$ cat src/cwc_defs.vh
// Constants for the core interrupt and wake control block.
`ifndef CWC_DEFS_VH
`define CWC_DEFS_VH

// --------------------------------------------------------------------
// Clock and timing
// --------------------------------------------------------------------
`define CWC_CLK_MHZ 50
`define CWC_SAVE_CYCLES 3'h4
`define CWC_RESTORE_CYCLES 3'h4

// --------------------------------------------------------------------
// Source layout
// --------------------------------------------------------------------
`define CWC_EXT_LINES 25
`define CWC_SRC_W 26
`define CWC_WAKE_MASK 26'h000003f
`define CWC_TICK_W 24

// --------------------------------------------------------------------
// Register byte offsets
// --------------------------------------------------------------------
`define CWC_REG_STATUS 8'h00
`define CWC_REG_MASK 8'h04
`define CWC_REG_SLEEP 8'h08
`define CWC_REG_TICK_CTRL 8'h0c
`define CWC_REG_TICK_RELOAD 8'h10
`define CWC_REG_TICK_VALUE 8'h14
`define CWC_REG_EDGE_A 8'h18
`define CWC_REG_EDGE_C 8'h1c
`define CWC_REG_EDGE_D 8'h20
`define CWC_REG_EDGE_E 8'h24
`define CWC_REG_ANALOG 8'h28
`define CWC_REG_DBG_CTRL 8'h2c
`define CWC_REG_MUL_A 8'h30
`define CWC_REG_MUL_B 8'h34
`define CWC_REG_MUL_LO 8'h38
`define CWC_REG_MUL_HI 8'h3c
`define CWC_REG_ACTIVE 8'h40

// --------------------------------------------------------------------
// Field positions and responses
// --------------------------------------------------------------------
`define CWC_SLEEP_DEEP_BIT 0
`define CWC_SLEEP_ENTER_BIT 1
`define CWC_TICK_EN_BIT 0
`define CWC_TICK_INT_BIT 1
`define CWC_DBG_OFF_BIT 0
`define CWC_RESP_OKAY 2'h0
`define CWC_RESP_SLVERR 2'h2

`endif

$ cat src/cwc_tick.v
// System tick down-counter with 24-bit reload.
`timescale 1ns/1ps
`include "cwc_defs.vh"

module cwc_tick (
    input wire aclk,
    input wire aresetn,
    input wire ce,
    input wire enable,
    input wire [`CWC_TICK_W-1:0] reload,
    input wire clear_value,
    output reg [`CWC_TICK_W-1:0] value,
    output reg wrap
);

    // ----------------------------------------------------------------
    // Counter
    // ----------------------------------------------------------------
    // A zero count reloads, so a nonzero reload of N gives a period of N+1 cycles; a reload of 0 never wraps.
    always @(posedge aclk) begin
        if (!aresetn) begin
            value <= 24'h000000;
            wrap <= 1'b0;
        end else if (ce) begin
            wrap <= 1'b0;
            if (clear_value) begin
                value <= 24'h000000;
            end else if (enable) begin
                if (value == 24'h000000) begin
                    value <= reload;
                end else begin
                    value <= value - 24'h000001;
                    wrap <= (value == 24'h000001);
                end
            end
        end
    end

endmodule // cwc_tick

$ cat src/cwc_port_edge.v
// Edge detector for one 8-pin port with per-pin edge selection.
`timescale 1ns/1ps

module cwc_port_edge (
    input wire aclk,
    input wire aresetn,
    input wire ce,
    input wire [7:0] pins,
    input wire [7:0] rise_en,
    input wire [7:0] fall_en,
    output reg event_out
);

    reg [7:0] prev;
    reg primed;

    // ----------------------------------------------------------------
    // Edge detection
    // ----------------------------------------------------------------
    // The first sample after reset only primes the history, so pins
    // that rest high do not raise a false rising edge.
    always @(posedge aclk) begin
        if (!aresetn) begin
            prev <= 8'h00;
            primed <= 1'b0;
            event_out <= 1'b0;
        end else if (ce) begin
            prev <= pins;
            primed <= 1'b1;
            event_out <= primed & |((pins & ~prev & rise_en) | (~pins & prev & fall_en));
        end
    end

endmodule // cwc_port_edge

$ cat src/cwc_top.v
// Interrupt, wake-up and low-power control around the processor core.
//
// Behaviour
// - Controller takes 25 external interrupt lines plus internal exceptions.
// - Pending interrupt at handler end chains directly, no restore or save.
// - Port, calendar or watchdog interrupts wake the device.
// - Software picks light or deep sleep.
// - Deep sleep gates the core clock.
// - 24-bit system tick down-counter raises a periodic exception.
// - Little-endian: lowest address holds the least significant byte.
// - Four breakpoint and two watchpoint comparators, set by the debugger.
// - Debug access can be disabled; then the debugger reaches nothing.
// - Runs from the processor clock up to 50MHz.
// - Each 8-pin port interrupts on configurable edges.
// - 32 by 32 multiply completes in one cycle.
// - Six low-voltage port pins double as converter inputs.
`timescale 1ns/1ps
`include "cwc_defs.vh"

module cwc_top (
    input wire aclk,
    input wire aresetn,
    input wire ce,
    input wire [7:0] s_axi_awaddr,
    input wire s_axi_awvalid,
    output wire s_axi_awready,
    input wire [31:0] s_axi_wdata,
    input wire [3:0] s_axi_wstrb,
    input wire s_axi_wvalid,
    output wire s_axi_wready,
    output reg [1:0] s_axi_bresp,
    output reg s_axi_bvalid,
    input wire s_axi_bready,
    input wire [7:0] s_axi_araddr,
    input wire s_axi_arvalid,
    output wire s_axi_arready,
    output reg [31:0] s_axi_rdata,
    output reg [1:0] s_axi_rresp,
    output reg s_axi_rvalid,
    input wire s_axi_rready,
    input wire [`CWC_EXT_LINES-1:0] irq_lines,
    input wire rtc_irq,
    input wire watch_timer_irq,
    input wire [7:0] port_a_pins,
    input wire [7:0] port_c_pins,
    input wire [7:0] port_d_pins,
    input wire [7:0] port_e_pins,
    output reg [5:0] converter_input_en,
    input wire handler_done,
    output wire handler_active,
    output reg [4:0] handler_num,
    output reg tail_chain,
    output wire ctx_save,
    output wire ctx_restore,
    output wire core_clk_en,
    output wire core_halt,
    input wire dbg_wr,
    input wire [2:0] dbg_sel,
    input wire [31:0] dbg_addr,
    input wire [31:0] fetch_addr,
    input wire fetch_valid,
    input wire [31:0] data_addr,
    input wire data_valid,
    output reg break_hit,
    output reg watch_hit,
    output wire dbg_enabled,
    output wire irq_out
);

    // ----------------------------------------------------------------
    // Declarations
    // ----------------------------------------------------------------
    localparam ST_IDLE = 2'h0;
    localparam ST_SAVE = 2'h1;
    localparam ST_ACTIVE = 2'h2;
    localparam ST_RESTORE = 2'h3;
    localparam SL_RUN = 2'h0;
    localparam SL_LIGHT = 2'h1;
    localparam SL_DEEP = 2'h2;

    reg [7:0] aw_addr;
    reg aw_held;
    reg [31:0] w_data;
    reg [3:0] w_strb;
    reg w_held;
    reg [`CWC_SRC_W-1:0] pend;
    reg [`CWC_SRC_W-1:0] mask;
    reg deep_sel;
    reg [1:0] sleep_state;
    reg tick_en;
    reg tick_int;
    reg [23:0] tick_reload;
    reg [15:0] edge_cfg [0:3];
    reg dbg_off;
    reg [31:0] mul_a;
    reg [31:0] mul_b;
    reg [1:0] state;
    reg [2:0] count;
    reg [31:0] bp_addr [0:3];
    reg [31:0] wp_addr [0:1];
    reg [31:0] next_rdata;
    reg [1:0] next_rresp;
    wire [4:0] next_num;
    reg [3:0] bp_match;
    reg [1:0] wp_match;
    integer i;
    wire wr_go;
    wire [3:0] port_evt;
    wire [23:0] tick_value;
    wire tick_wrap;
    wire [63:0] product;
    wire [`CWC_SRC_W-1:0] events;
    wire [`CWC_SRC_W-1:0] ready_src;
    wire [`CWC_SRC_W-1:0] w1c;
    wire [`CWC_SRC_W-1:0] take;
    wire [7:0] port_c_digital;
    wire wake;

    // ----------------------------------------------------------------
    // Bus handshakes
    // ----------------------------------------------------------------
    // Address and data are parked independently; the response waits for both.
    assign s_axi_awready = !aw_held && !s_axi_bvalid;
    assign s_axi_wready = !w_held && !s_axi_bvalid;
    assign s_axi_arready = !s_axi_rvalid;
    assign wr_go = aw_held && w_held && !s_axi_bvalid && ce;

    // Byte lane k carries the byte at address offset k.
    function [31:0] merge;
        input [31:0] old;
        input [31:0] data;
        input [3:0] strb;
        integer k;
        begin
            merge = old;
            for (k = 0; k < 4; k = k + 1) begin
                if (strb[k]) begin
                    merge[8*k +: 8] = data[8*k +: 8];
                end
            end
        end
    endfunction

    function [4:0] lowest;
        input [`CWC_SRC_W-1:0] v;
        integer k;
        begin
            lowest = 5'h00;
            for (k = `CWC_SRC_W - 1; k >= 0; k = k - 1) begin
                if (v[k]) begin
                    lowest = k[4:0];
                end
            end
        end
    endfunction

    always @(posedge aclk) begin
        if (!aresetn) begin
            aw_addr <= 8'h00;
            aw_held <= 1'b0;
            w_data <= 32'h00000000;
            w_strb <= 4'h0;
            w_held <= 1'b0;
            s_axi_bvalid <= 1'b0;
            s_axi_bresp <= `CWC_RESP_OKAY;
            s_axi_rvalid <= 1'b0;
            s_axi_rdata <= 32'h00000000;
            s_axi_rresp <= `CWC_RESP_OKAY;
        end else if (ce) begin
            if (s_axi_awvalid && s_axi_awready) begin
                aw_addr <= s_axi_awaddr;
                aw_held <= 1'b1;
            end
            if (s_axi_wvalid && s_axi_wready) begin
                w_data <= s_axi_wdata;
                w_strb <= s_axi_wstrb;
                w_held <= 1'b1;
            end
            if (wr_go) begin
                aw_held <= 1'b0;
                w_held <= 1'b0;
                s_axi_bvalid <= 1'b1;
                s_axi_bresp <= (aw_addr[1:0] != 2'h0 || aw_addr > `CWC_REG_ACTIVE) ?
                    `CWC_RESP_SLVERR : `CWC_RESP_OKAY;
            end else if (s_axi_bvalid && s_axi_bready) begin
                s_axi_bvalid <= 1'b0;
            end
            if (s_axi_arvalid && s_axi_arready) begin
                s_axi_rvalid <= 1'b1;
                s_axi_rdata <= next_rdata;
                s_axi_rresp <= next_rresp;
            end else if (s_axi_rvalid && s_axi_rready) begin
                s_axi_rvalid <= 1'b0;
            end
        end
    end

    // ----------------------------------------------------------------
    // Read mux
    // ----------------------------------------------------------------
    assign product = mul_a * mul_b;

    always @* begin
        next_rresp = `CWC_RESP_OKAY;
        case (s_axi_araddr)
            `CWC_REG_STATUS: next_rdata = {6'h00, pend};
            `CWC_REG_MASK: next_rdata = {6'h00, mask};
            `CWC_REG_SLEEP: next_rdata = {28'h0000000, sleep_state, 1'b0, deep_sel};
            `CWC_REG_TICK_CTRL: next_rdata = {30'h00000000, tick_int, tick_en};
            `CWC_REG_TICK_RELOAD: next_rdata = {8'h00, tick_reload};
            `CWC_REG_TICK_VALUE: next_rdata = {8'h00, tick_value};
            `CWC_REG_EDGE_A: next_rdata = {16'h0000, edge_cfg[0]};
            `CWC_REG_EDGE_C: next_rdata = {16'h0000, edge_cfg[1]};
            `CWC_REG_EDGE_D: next_rdata = {16'h0000, edge_cfg[2]};
            `CWC_REG_EDGE_E: next_rdata = {16'h0000, edge_cfg[3]};
            `CWC_REG_ANALOG: next_rdata = {26'h0000000, converter_input_en};
            `CWC_REG_DBG_CTRL: next_rdata = {31'h00000000, dbg_off};
            `CWC_REG_MUL_A: next_rdata = mul_a;
            `CWC_REG_MUL_B: next_rdata = mul_b;
            `CWC_REG_MUL_LO: next_rdata = product[31:0];
            `CWC_REG_MUL_HI: next_rdata = product[63:32];
            `CWC_REG_ACTIVE: next_rdata = {24'h000000, state, handler_active, handler_num};
            default: begin
                next_rdata = 32'h00000000;
                next_rresp = `CWC_RESP_SLVERR;
            end
        endcase
    end

    // ----------------------------------------------------------------
    // Control registers
    // ----------------------------------------------------------------
    wire [31:0] m_mask = merge({6'h00, mask}, w_data, w_strb);
    wire [31:0] m_reload = merge({8'h00, tick_reload}, w_data, w_strb);
    wire [31:0] m_edge_a = merge({16'h0000, edge_cfg[0]}, w_data, w_strb);
    wire [31:0] m_edge_c = merge({16'h0000, edge_cfg[1]}, w_data, w_strb);
    wire [31:0] m_edge_d = merge({16'h0000, edge_cfg[2]}, w_data, w_strb);
    wire [31:0] m_edge_e = merge({16'h0000, edge_cfg[3]}, w_data, w_strb);
    wire [31:0] m_stat = merge(32'h00000000, w_data, w_strb);

    always @(posedge aclk) begin
        if (!aresetn) begin
            mask <= 26'h0000000;
            deep_sel <= 1'b0;
            tick_en <= 1'b0;
            tick_int <= 1'b0;
            tick_reload <= 24'h000000;
            dbg_off <= 1'b0;
            mul_a <= 32'h00000000;
            mul_b <= 32'h00000000;
            converter_input_en <= 6'h00;
            for (i = 0; i < 4; i = i + 1) begin
                edge_cfg[i] <= 16'h0000;
            end
        end else if (ce && wr_go) begin
            if (aw_addr == `CWC_REG_MASK) mask <= m_mask[25:0];
            if (aw_addr == `CWC_REG_SLEEP && w_strb[0]) deep_sel <= w_data[`CWC_SLEEP_DEEP_BIT];
            if (aw_addr == `CWC_REG_TICK_CTRL && w_strb[0]) begin
                tick_en <= w_data[`CWC_TICK_EN_BIT];
                tick_int <= w_data[`CWC_TICK_INT_BIT];
            end
            if (aw_addr == `CWC_REG_TICK_RELOAD) tick_reload <= m_reload[23:0];
            if (aw_addr == `CWC_REG_EDGE_A) edge_cfg[0] <= m_edge_a[15:0];
            if (aw_addr == `CWC_REG_EDGE_C) edge_cfg[1] <= m_edge_c[15:0];
            if (aw_addr == `CWC_REG_EDGE_D) edge_cfg[2] <= m_edge_d[15:0];
            if (aw_addr == `CWC_REG_EDGE_E) edge_cfg[3] <= m_edge_e[15:0];
            if (aw_addr == `CWC_REG_ANALOG && w_strb[0]) converter_input_en <= w_data[5:0];
            // Disabling debug is one-way until reset, so firmware cannot be reopened.
            if (aw_addr == `CWC_REG_DBG_CTRL && w_strb[0] && w_data[`CWC_DBG_OFF_BIT]) dbg_off <= 1'b1;
            if (aw_addr == `CWC_REG_MUL_A) mul_a <= merge(mul_a, w_data, w_strb);
            if (aw_addr == `CWC_REG_MUL_B) mul_b <= merge(mul_b, w_data, w_strb);
        end
    end

    // ----------------------------------------------------------------
    // Event sources
    // ----------------------------------------------------------------
    cwc_tick u_tick (
        .aclk(aclk),
        .aresetn(aresetn),
        .ce(ce),
        .enable(tick_en),
        .reload(tick_reload),
        .clear_value(wr_go && aw_addr == `CWC_REG_TICK_VALUE),
        .value(tick_value),
        .wrap(tick_wrap)
    );

    // Pins routed to the converter are left out of digital edge detection.
    assign port_c_digital = port_c_pins & {2'h3, ~converter_input_en};

    cwc_port_edge u_edge_a (.aclk(aclk), .aresetn(aresetn), .ce(ce), .pins(port_a_pins),
        .rise_en(edge_cfg[0][7:0]), .fall_en(edge_cfg[0][15:8]), .event_out(port_evt[0]));
    cwc_port_edge u_edge_c (.aclk(aclk), .aresetn(aresetn), .ce(ce), .pins(port_c_digital),
        .rise_en(edge_cfg[1][7:0]), .fall_en(edge_cfg[1][15:8]), .event_out(port_evt[1]));
    cwc_port_edge u_edge_d (.aclk(aclk), .aresetn(aresetn), .ce(ce), .pins(port_d_pins),
        .rise_en(edge_cfg[2][7:0]), .fall_en(edge_cfg[2][15:8]), .event_out(port_evt[2]));
    cwc_port_edge u_edge_e (.aclk(aclk), .aresetn(aresetn), .ce(ce), .pins(port_e_pins),
        .rise_en(edge_cfg[3][7:0]), .fall_en(edge_cfg[3][15:8]), .event_out(port_evt[3]));

    // Ports, calendar timer and watchdog share the low lines with their peripherals.
    assign events = {tick_wrap & tick_int,
                     irq_lines[24:6],
                     irq_lines[5] | watch_timer_irq,
                     irq_lines[4] | rtc_irq,
                     irq_lines[3:0] | port_evt};

    // ----------------------------------------------------------------
    // Pending status and vectoring
    // ----------------------------------------------------------------
    assign w1c = (wr_go && aw_addr == `CWC_REG_STATUS) ? m_stat[25:0] : 26'h0000000;
    assign ready_src = pend & mask;
    assign irq_out = |ready_src;
    assign next_num = lowest(ready_src);
    assign take = ((state == ST_IDLE && sleep_state == SL_RUN && irq_out) ||
                   (state == ST_ACTIVE && handler_done && irq_out)) ? (26'h0000001 << next_num) : 26'h0000000;
    assign handler_active = (state == ST_ACTIVE);
    assign ctx_save = (state == ST_SAVE);
    assign ctx_restore = (state == ST_RESTORE);

    // A new event beats a clear in the same cycle, and waking never clears a bit.
    always @(posedge aclk) begin
        if (!aresetn) begin
            pend <= 26'h0000000;
        end else if (ce) begin
            pend <= (pend & ~w1c & ~take) | events;
        end
    end

    always @(posedge aclk) begin
        if (!aresetn) begin
            state <= ST_IDLE;
            count <= 3'h0;
            handler_num <= 5'h00;
            tail_chain <= 1'b0;
        end else if (ce) begin
            tail_chain <= 1'b0;
            case (state)
                ST_IDLE: begin
                    if (|take) begin
                        handler_num <= next_num;
                        count <= `CWC_SAVE_CYCLES;
                        state <= ST_SAVE;
                    end
                end
                ST_SAVE: begin
                    count <= count - 3'h1;
                    if (count == 3'h1) state <= ST_ACTIVE;
                end
                ST_ACTIVE: begin
                    if (handler_done && irq_out) begin
                        handler_num <= next_num;
                        tail_chain <= 1'b1;
                    end else if (handler_done) begin
                        count <= `CWC_RESTORE_CYCLES;
                        state <= ST_RESTORE;
                    end
                end
                ST_RESTORE: begin
                    count <= count - 3'h1;
                    if (count == 3'h1) state <= ST_IDLE;
                end
                default: state <= ST_IDLE;
            endcase
        end
    end

    // ----------------------------------------------------------------
    // Low-power control
    // ----------------------------------------------------------------
    // Deep sleep listens only to the wake sources; light sleep to any enabled one.
    assign wake = |(pend & `CWC_WAKE_MASK) || (sleep_state == SL_LIGHT && irq_out);
    assign core_halt = (sleep_state != SL_RUN);
    assign core_clk_en = (sleep_state != SL_DEEP);

    always @(posedge aclk) begin
        if (!aresetn) begin
            sleep_state <= SL_RUN;
        end else if (ce) begin
            case (sleep_state)
                SL_RUN: begin
                    // The depth written with the enter bit applies to this entry.
                    if (wr_go && aw_addr == `CWC_REG_SLEEP && w_strb[0] && w_data[`CWC_SLEEP_ENTER_BIT] &&
                        state == ST_IDLE) begin
                        sleep_state <= w_data[`CWC_SLEEP_DEEP_BIT] ? SL_DEEP : SL_LIGHT;
                    end
                end
                SL_LIGHT: if (wake) sleep_state <= SL_RUN;
                SL_DEEP: if (wake) sleep_state <= SL_RUN;
                default: sleep_state <= SL_RUN;
            endcase
        end
    end

    // ----------------------------------------------------------------
    // Debug comparators
    // ----------------------------------------------------------------
    assign dbg_enabled = !dbg_off;

    always @* begin
        bp_match[0] = (bp_addr[0] == fetch_addr);
        bp_match[1] = (bp_addr[1] == fetch_addr);
        bp_match[2] = (bp_addr[2] == fetch_addr);
        bp_match[3] = (bp_addr[3] == fetch_addr);
        wp_match[0] = (wp_addr[0] == data_addr);
        wp_match[1] = (wp_addr[1] == data_addr);
    end

    always @(posedge aclk) begin
        if (!aresetn) begin
            break_hit <= 1'b0;
            watch_hit <= 1'b0;
            bp_addr[0] <= 32'h00000000;
            bp_addr[1] <= 32'h00000000;
            bp_addr[2] <= 32'h00000000;
            bp_addr[3] <= 32'h00000000;
            wp_addr[0] <= 32'h00000000;
            wp_addr[1] <= 32'h00000000;
        end else if (ce) begin
            if (dbg_wr && !dbg_off) begin
                if (dbg_sel[2] == 1'b0) bp_addr[dbg_sel[1:0]] <= dbg_addr;
                else if (dbg_sel[1] == 1'b0) wp_addr[dbg_sel[0]] <= dbg_addr;
            end
            break_hit <= !dbg_off && fetch_valid && |bp_match;
            watch_hit <= !dbg_off && data_valid && |wp_match;
        end
    end

    // Timing figures assume the processor clock of CWC_CLK_MHZ or slower.

endmodule // cwc_top

$ cat config.mk
export PLATFORM = sky130hd
export DESIGN_NAME = cwc_top
export DESIGN_NICKNAME = d
export VERILOG_FILES = /design/src/cwc_tick.v /design/src/cwc_port_edge.v /design/src/cwc_top.v
export VERILOG_INCLUDE_DIRS = /design/src
export SDC_FILE = /design/constraint.sdc
export NUM_CORES = 2
export LEC_CHECK = 0
export BUFFER_PORTS_ARGS = -buffer_cell sky130_fd_sc_hd__buf_2
export CELL_PAD_IN_SITES_DETAIL_PLACEMENT = 1
export CELL_PAD_IN_SITES_GLOBAL_PLACEMENT = 1
export CORE_MARGIN = 8
export CORE_UTILIZATION = 50
export CTS_CLUSTER_DIAMETER = 50
export DETAILED_ROUTE_END_ITERATION = 10
export GPL_TIMING_DRIVEN = 0
export PLACE_DENSITY = 0.83
export SETUP_SLACK_MARGIN = 0.4
export SLEW_MARGIN = 20
export SYNTH_ARGS = -nofsm -noshare
export SYNTH_HDL_FRONTEND = slang
export SYNTH_SLANG_ARGS = --single-unit
$ cat constraint.sdc
create_clock -name aclk -period 9.9 [get_ports aclk]
set_clock_uncertainty 0.15 [all_clocks]
set_input_delay 1.98 -clock aclk [delete_from_list [all_inputs] [get_ports aclk]]
set_output_delay 1.98 -clock aclk [all_outputs]
set_load 0.01 [all_outputs]
==> impl_metrics.ini <==
[run_status]
status = completed

[yosys]
netlist_instances = 6453
synth_area_per_cell_um2 = 9.43
synthDistinctLibCells = 88
ys_seq_area_share_pct = 22.8
synth_ff_type = dfxtp_1
synth_edf_count = 256
async_flop_share_pct = 0
synth.area.top_cells = fa_1 29%, edfxtp_1 13%, dfxtp_1 10%
syn_area_mm2 = 0.0608
ys_seq_elements = 565
yosysTopAreaCell = fa_1
synth_top_area_share_pct = 29.5
yosys_warnings = 0

[power]
cellPowerDensity_mw_per_mm2 = 79.2
p_leak_nw = 30.2
peakVddDrop_mv = 0.103
switchingPower_w = 0.00137
swShare_pct = 26.2
pwr-share-seq_pct = 49.0
intPower_w = 0.00387
p_comb_share_pct = 8.1
pwr-share-clk_pct = 42.9

[die]
core_mm2 = 0.121
dieArea_mm2 = 0.133
die_h_um = 365
num_io_pins = 284
num_rows = 128
die_w_um = 365
start_util_pct = 50.2

[min_path]
hold_class = flop to flop
holdPathEnd = w_strb[2]
hold_start = w_strb[2]
hold_depth = 2

[sta]
rsz0062_at_grt = true
slew_headroom_pct = 10.1
finalHoldViolations = 0
timing.fmax_mhz = 106
tns_ps = 0
final-setup-viol-count = 0
tightest_slew_ps = 1350
maxSlewViolCount = 0
fin_ws_ps = 457
period_needed_ps = 9440
fin_crit_sh_pct = 95.4

[cts]
postCtsSetupRepairBufs = 0
clockRootBuffer = clkbuf_16
ctsHoldBuffers = 0
cts_tree = yes
clock_sinks = 565
clk_latency_ps = 660
path_clk_slew_ps = 70
cts-buffers-inserted = 54
htree_num_levels = 2
ctsResizeCount = 0
cts_max_path_buffers = 3

[final_layout]
layout_commonest_cell = fa_1
postLayoutCoreUtil_pct = 54.6
drive_above_1_share_pct = 6.01
syn2layout_area_growth_pct = 8.79
final_cell_mix = 896 x fa_1, 893 x inv_1, 821 x nand2_1
fin_cells = 8459
nets = 8158

[critical_path]
cp_max_fo = 10
crit_path_start_kind = flop
reg2reg_from = mul_a[9]
worstRegToRegCells = 23
crit_type = flop to flop
rrSetupSlack_ps = 460
reg2reg_to = s_axi_rdata[29]
cp_data_required_time_ps = 10280
arrival_ps = 9820
setup.worst_path.end_class = flop

[routing]
vias = 52900
routed_via_density = 6.25
wirelength_um = 261000
route.detailed.drc = 0
drt_iter0_drc = 6236
drt_pass1_iterations = 7
ant_nets = 0
wl_per_cell_um = 30.9

[run]
cap_violations = 0

[placement]
gp_congestion = 1.00
place_hpwl_um = 212000
dp.cells = 8334
dp_slack_ps = 729
portBuffers = 248

[global_routing]
overflow = 0
grt_usage_pct = 38.8
grt_max_degree = 33
grt_pass1_wl_um = 377000
grt_pass1_vias = 56300
antenna_found_initial = 33
worst max-delay path by stage:
stage | from | endpoint | slack (ps) | cells past startpoint
after detailed placement | mul_a[10] | s_axi_rdata[29] | 730 | 23
final | mul_a[9] | s_axi_rdata[29] | 460 | 23
after global routing | mul_a[12] | s_axi_rdata[29] | 380 | 22
after floorplan | mul_a[29] | s_axi_rdata[16] | 2670 | 27
after global placement | mul_b[23] | s_axi_rdata[28] | 670 | 26
after CTS | mul_a[10] | s_axi_rdata[29] | 670 | 23
state kept, by name, summed over array words and instances, names as in the netlist, 26 cells and up:
signal / cells
bp_addr: 128
edge_cfg: 64
wp_addr: 64
mul_a: 32
mul_b: 32
s_axi_rdata: 32
w_data: 32
mask: 26
pend: 26
cell usage after synthesis, types with 83 or more instances:
| master | number |
|---|---|
| xnor2_1 | 163 |
| nand2_1 | 822 |
| inv_1 | 893 |
| and3_1 | 85 |
| and2_1 | 761 |
| fa_1 | 896 |
| mux2i_1 | 147 |
| edfxtp_1 | 256 |
| ha_1 | 275 |
| nor2_1 | 131 |
| dfxtp_1 | 309 |
| a21boi_0 | 87 |
| o21ai_0 | 160 |
| a21oi_1 | 124 |
| xor2_1 | 83 |
| clkbuf_1 | 379 |
| nor2b_1 | 173 |
worst max-delay path, stage by stage, from the launching register on:
cell,delay (ps)
dfxtp_1,820
clkbuf_1,920
nand2_1,210
fa_1,440
inv_1,80
fa_1,460
fa_1,580
inv_1,90
fa_1,490
inv_1,60
fa_1,490
fa_1,520
fa_1,610
fa_1,470
ha_1,290
buf_2,180
nand4_2,200
a211oi_1,740
a21oi_1,240
o211ai_2,400
a311oi_2,250
o31ai_1,330
xnor2_1,180
o22ai_1,110
stage by stage:
step / cell area [µm²] / total power [W] / hold slack (ps)
floorplan: 60800 / 0.00279 / 297
global placement: 64100 / 0.00300 / 315
detailed placement: 64300 / 0.00302 / 319
CTS: 66100 / 0.00521 / 325
global route: 66100 / 0.00533 / 352
finish: 66200 / 0.00524 / 320
cells by family (layout without fill, tap and decap cells):
family          after synthesis  count (layout)  share of synthesized area [%]
flops                       565             565                           22.8
xor+xnor                    246             246                           3.54
buf+inv                    1305            1660                           8.12
fa+ha+maj                  1171            1171                           35.1
compound gates              733             733                           8.36
simple gates               2285            2285                           19.6
mux                         147             147                           2.42
other cells                   1              27                        0.00617
layout make-up:
| cell class | instances | area [µm²] |
|---|---|---|
| Antenna cell | 25 | 62.6 |
| Buffer | 412 | 1610 |
| Clock buffer | 81 | 1610 |
| Clock inverter | 19 | 230 |
| Fill cell | 14000 | 55100 |
| Inverter | 893 | 3350 |
| Multi-Input combinational cell | 4584 | 42100 |
| Sequential cell | 565 | 13900 |
| Tap cell | 1625 | 2030 |
| Timing Repair Buffer | 255 | 1350 |
layer usage:
layer  share of wire [%]  routed length (µm)  vias to the layer above  GRT usage (%)
li1                    -                   -                    21300              -
met1                  37               95900                    27200           49.4
met2                  44              114000                     3555           59.4
met3                  12               31700                      904           9.77
met4                 7.5               19600                        4           23.6
met5               0.015                  40                        -              0
power by group through the flow:
| stage | sequential [W] | combinational, W | clock [W] |
|---|---|---|---|
| after floorplan | 0.00258 | 0.000203 | 0 |
| after CTS | 0.00256 | 0.000411 | 0.00224 |
| after global placement | 0.00261 | 0.000385 | 0 |
| after global routing | 0.00257 | 0.000440 | 0.00232 |
| after detailed placement | 0.00261 | 0.000407 | 0 |
| final | 0.00257 | 0.000426 | 0.00225 |
Note: power is estimated with default switching activity, not from simulation.
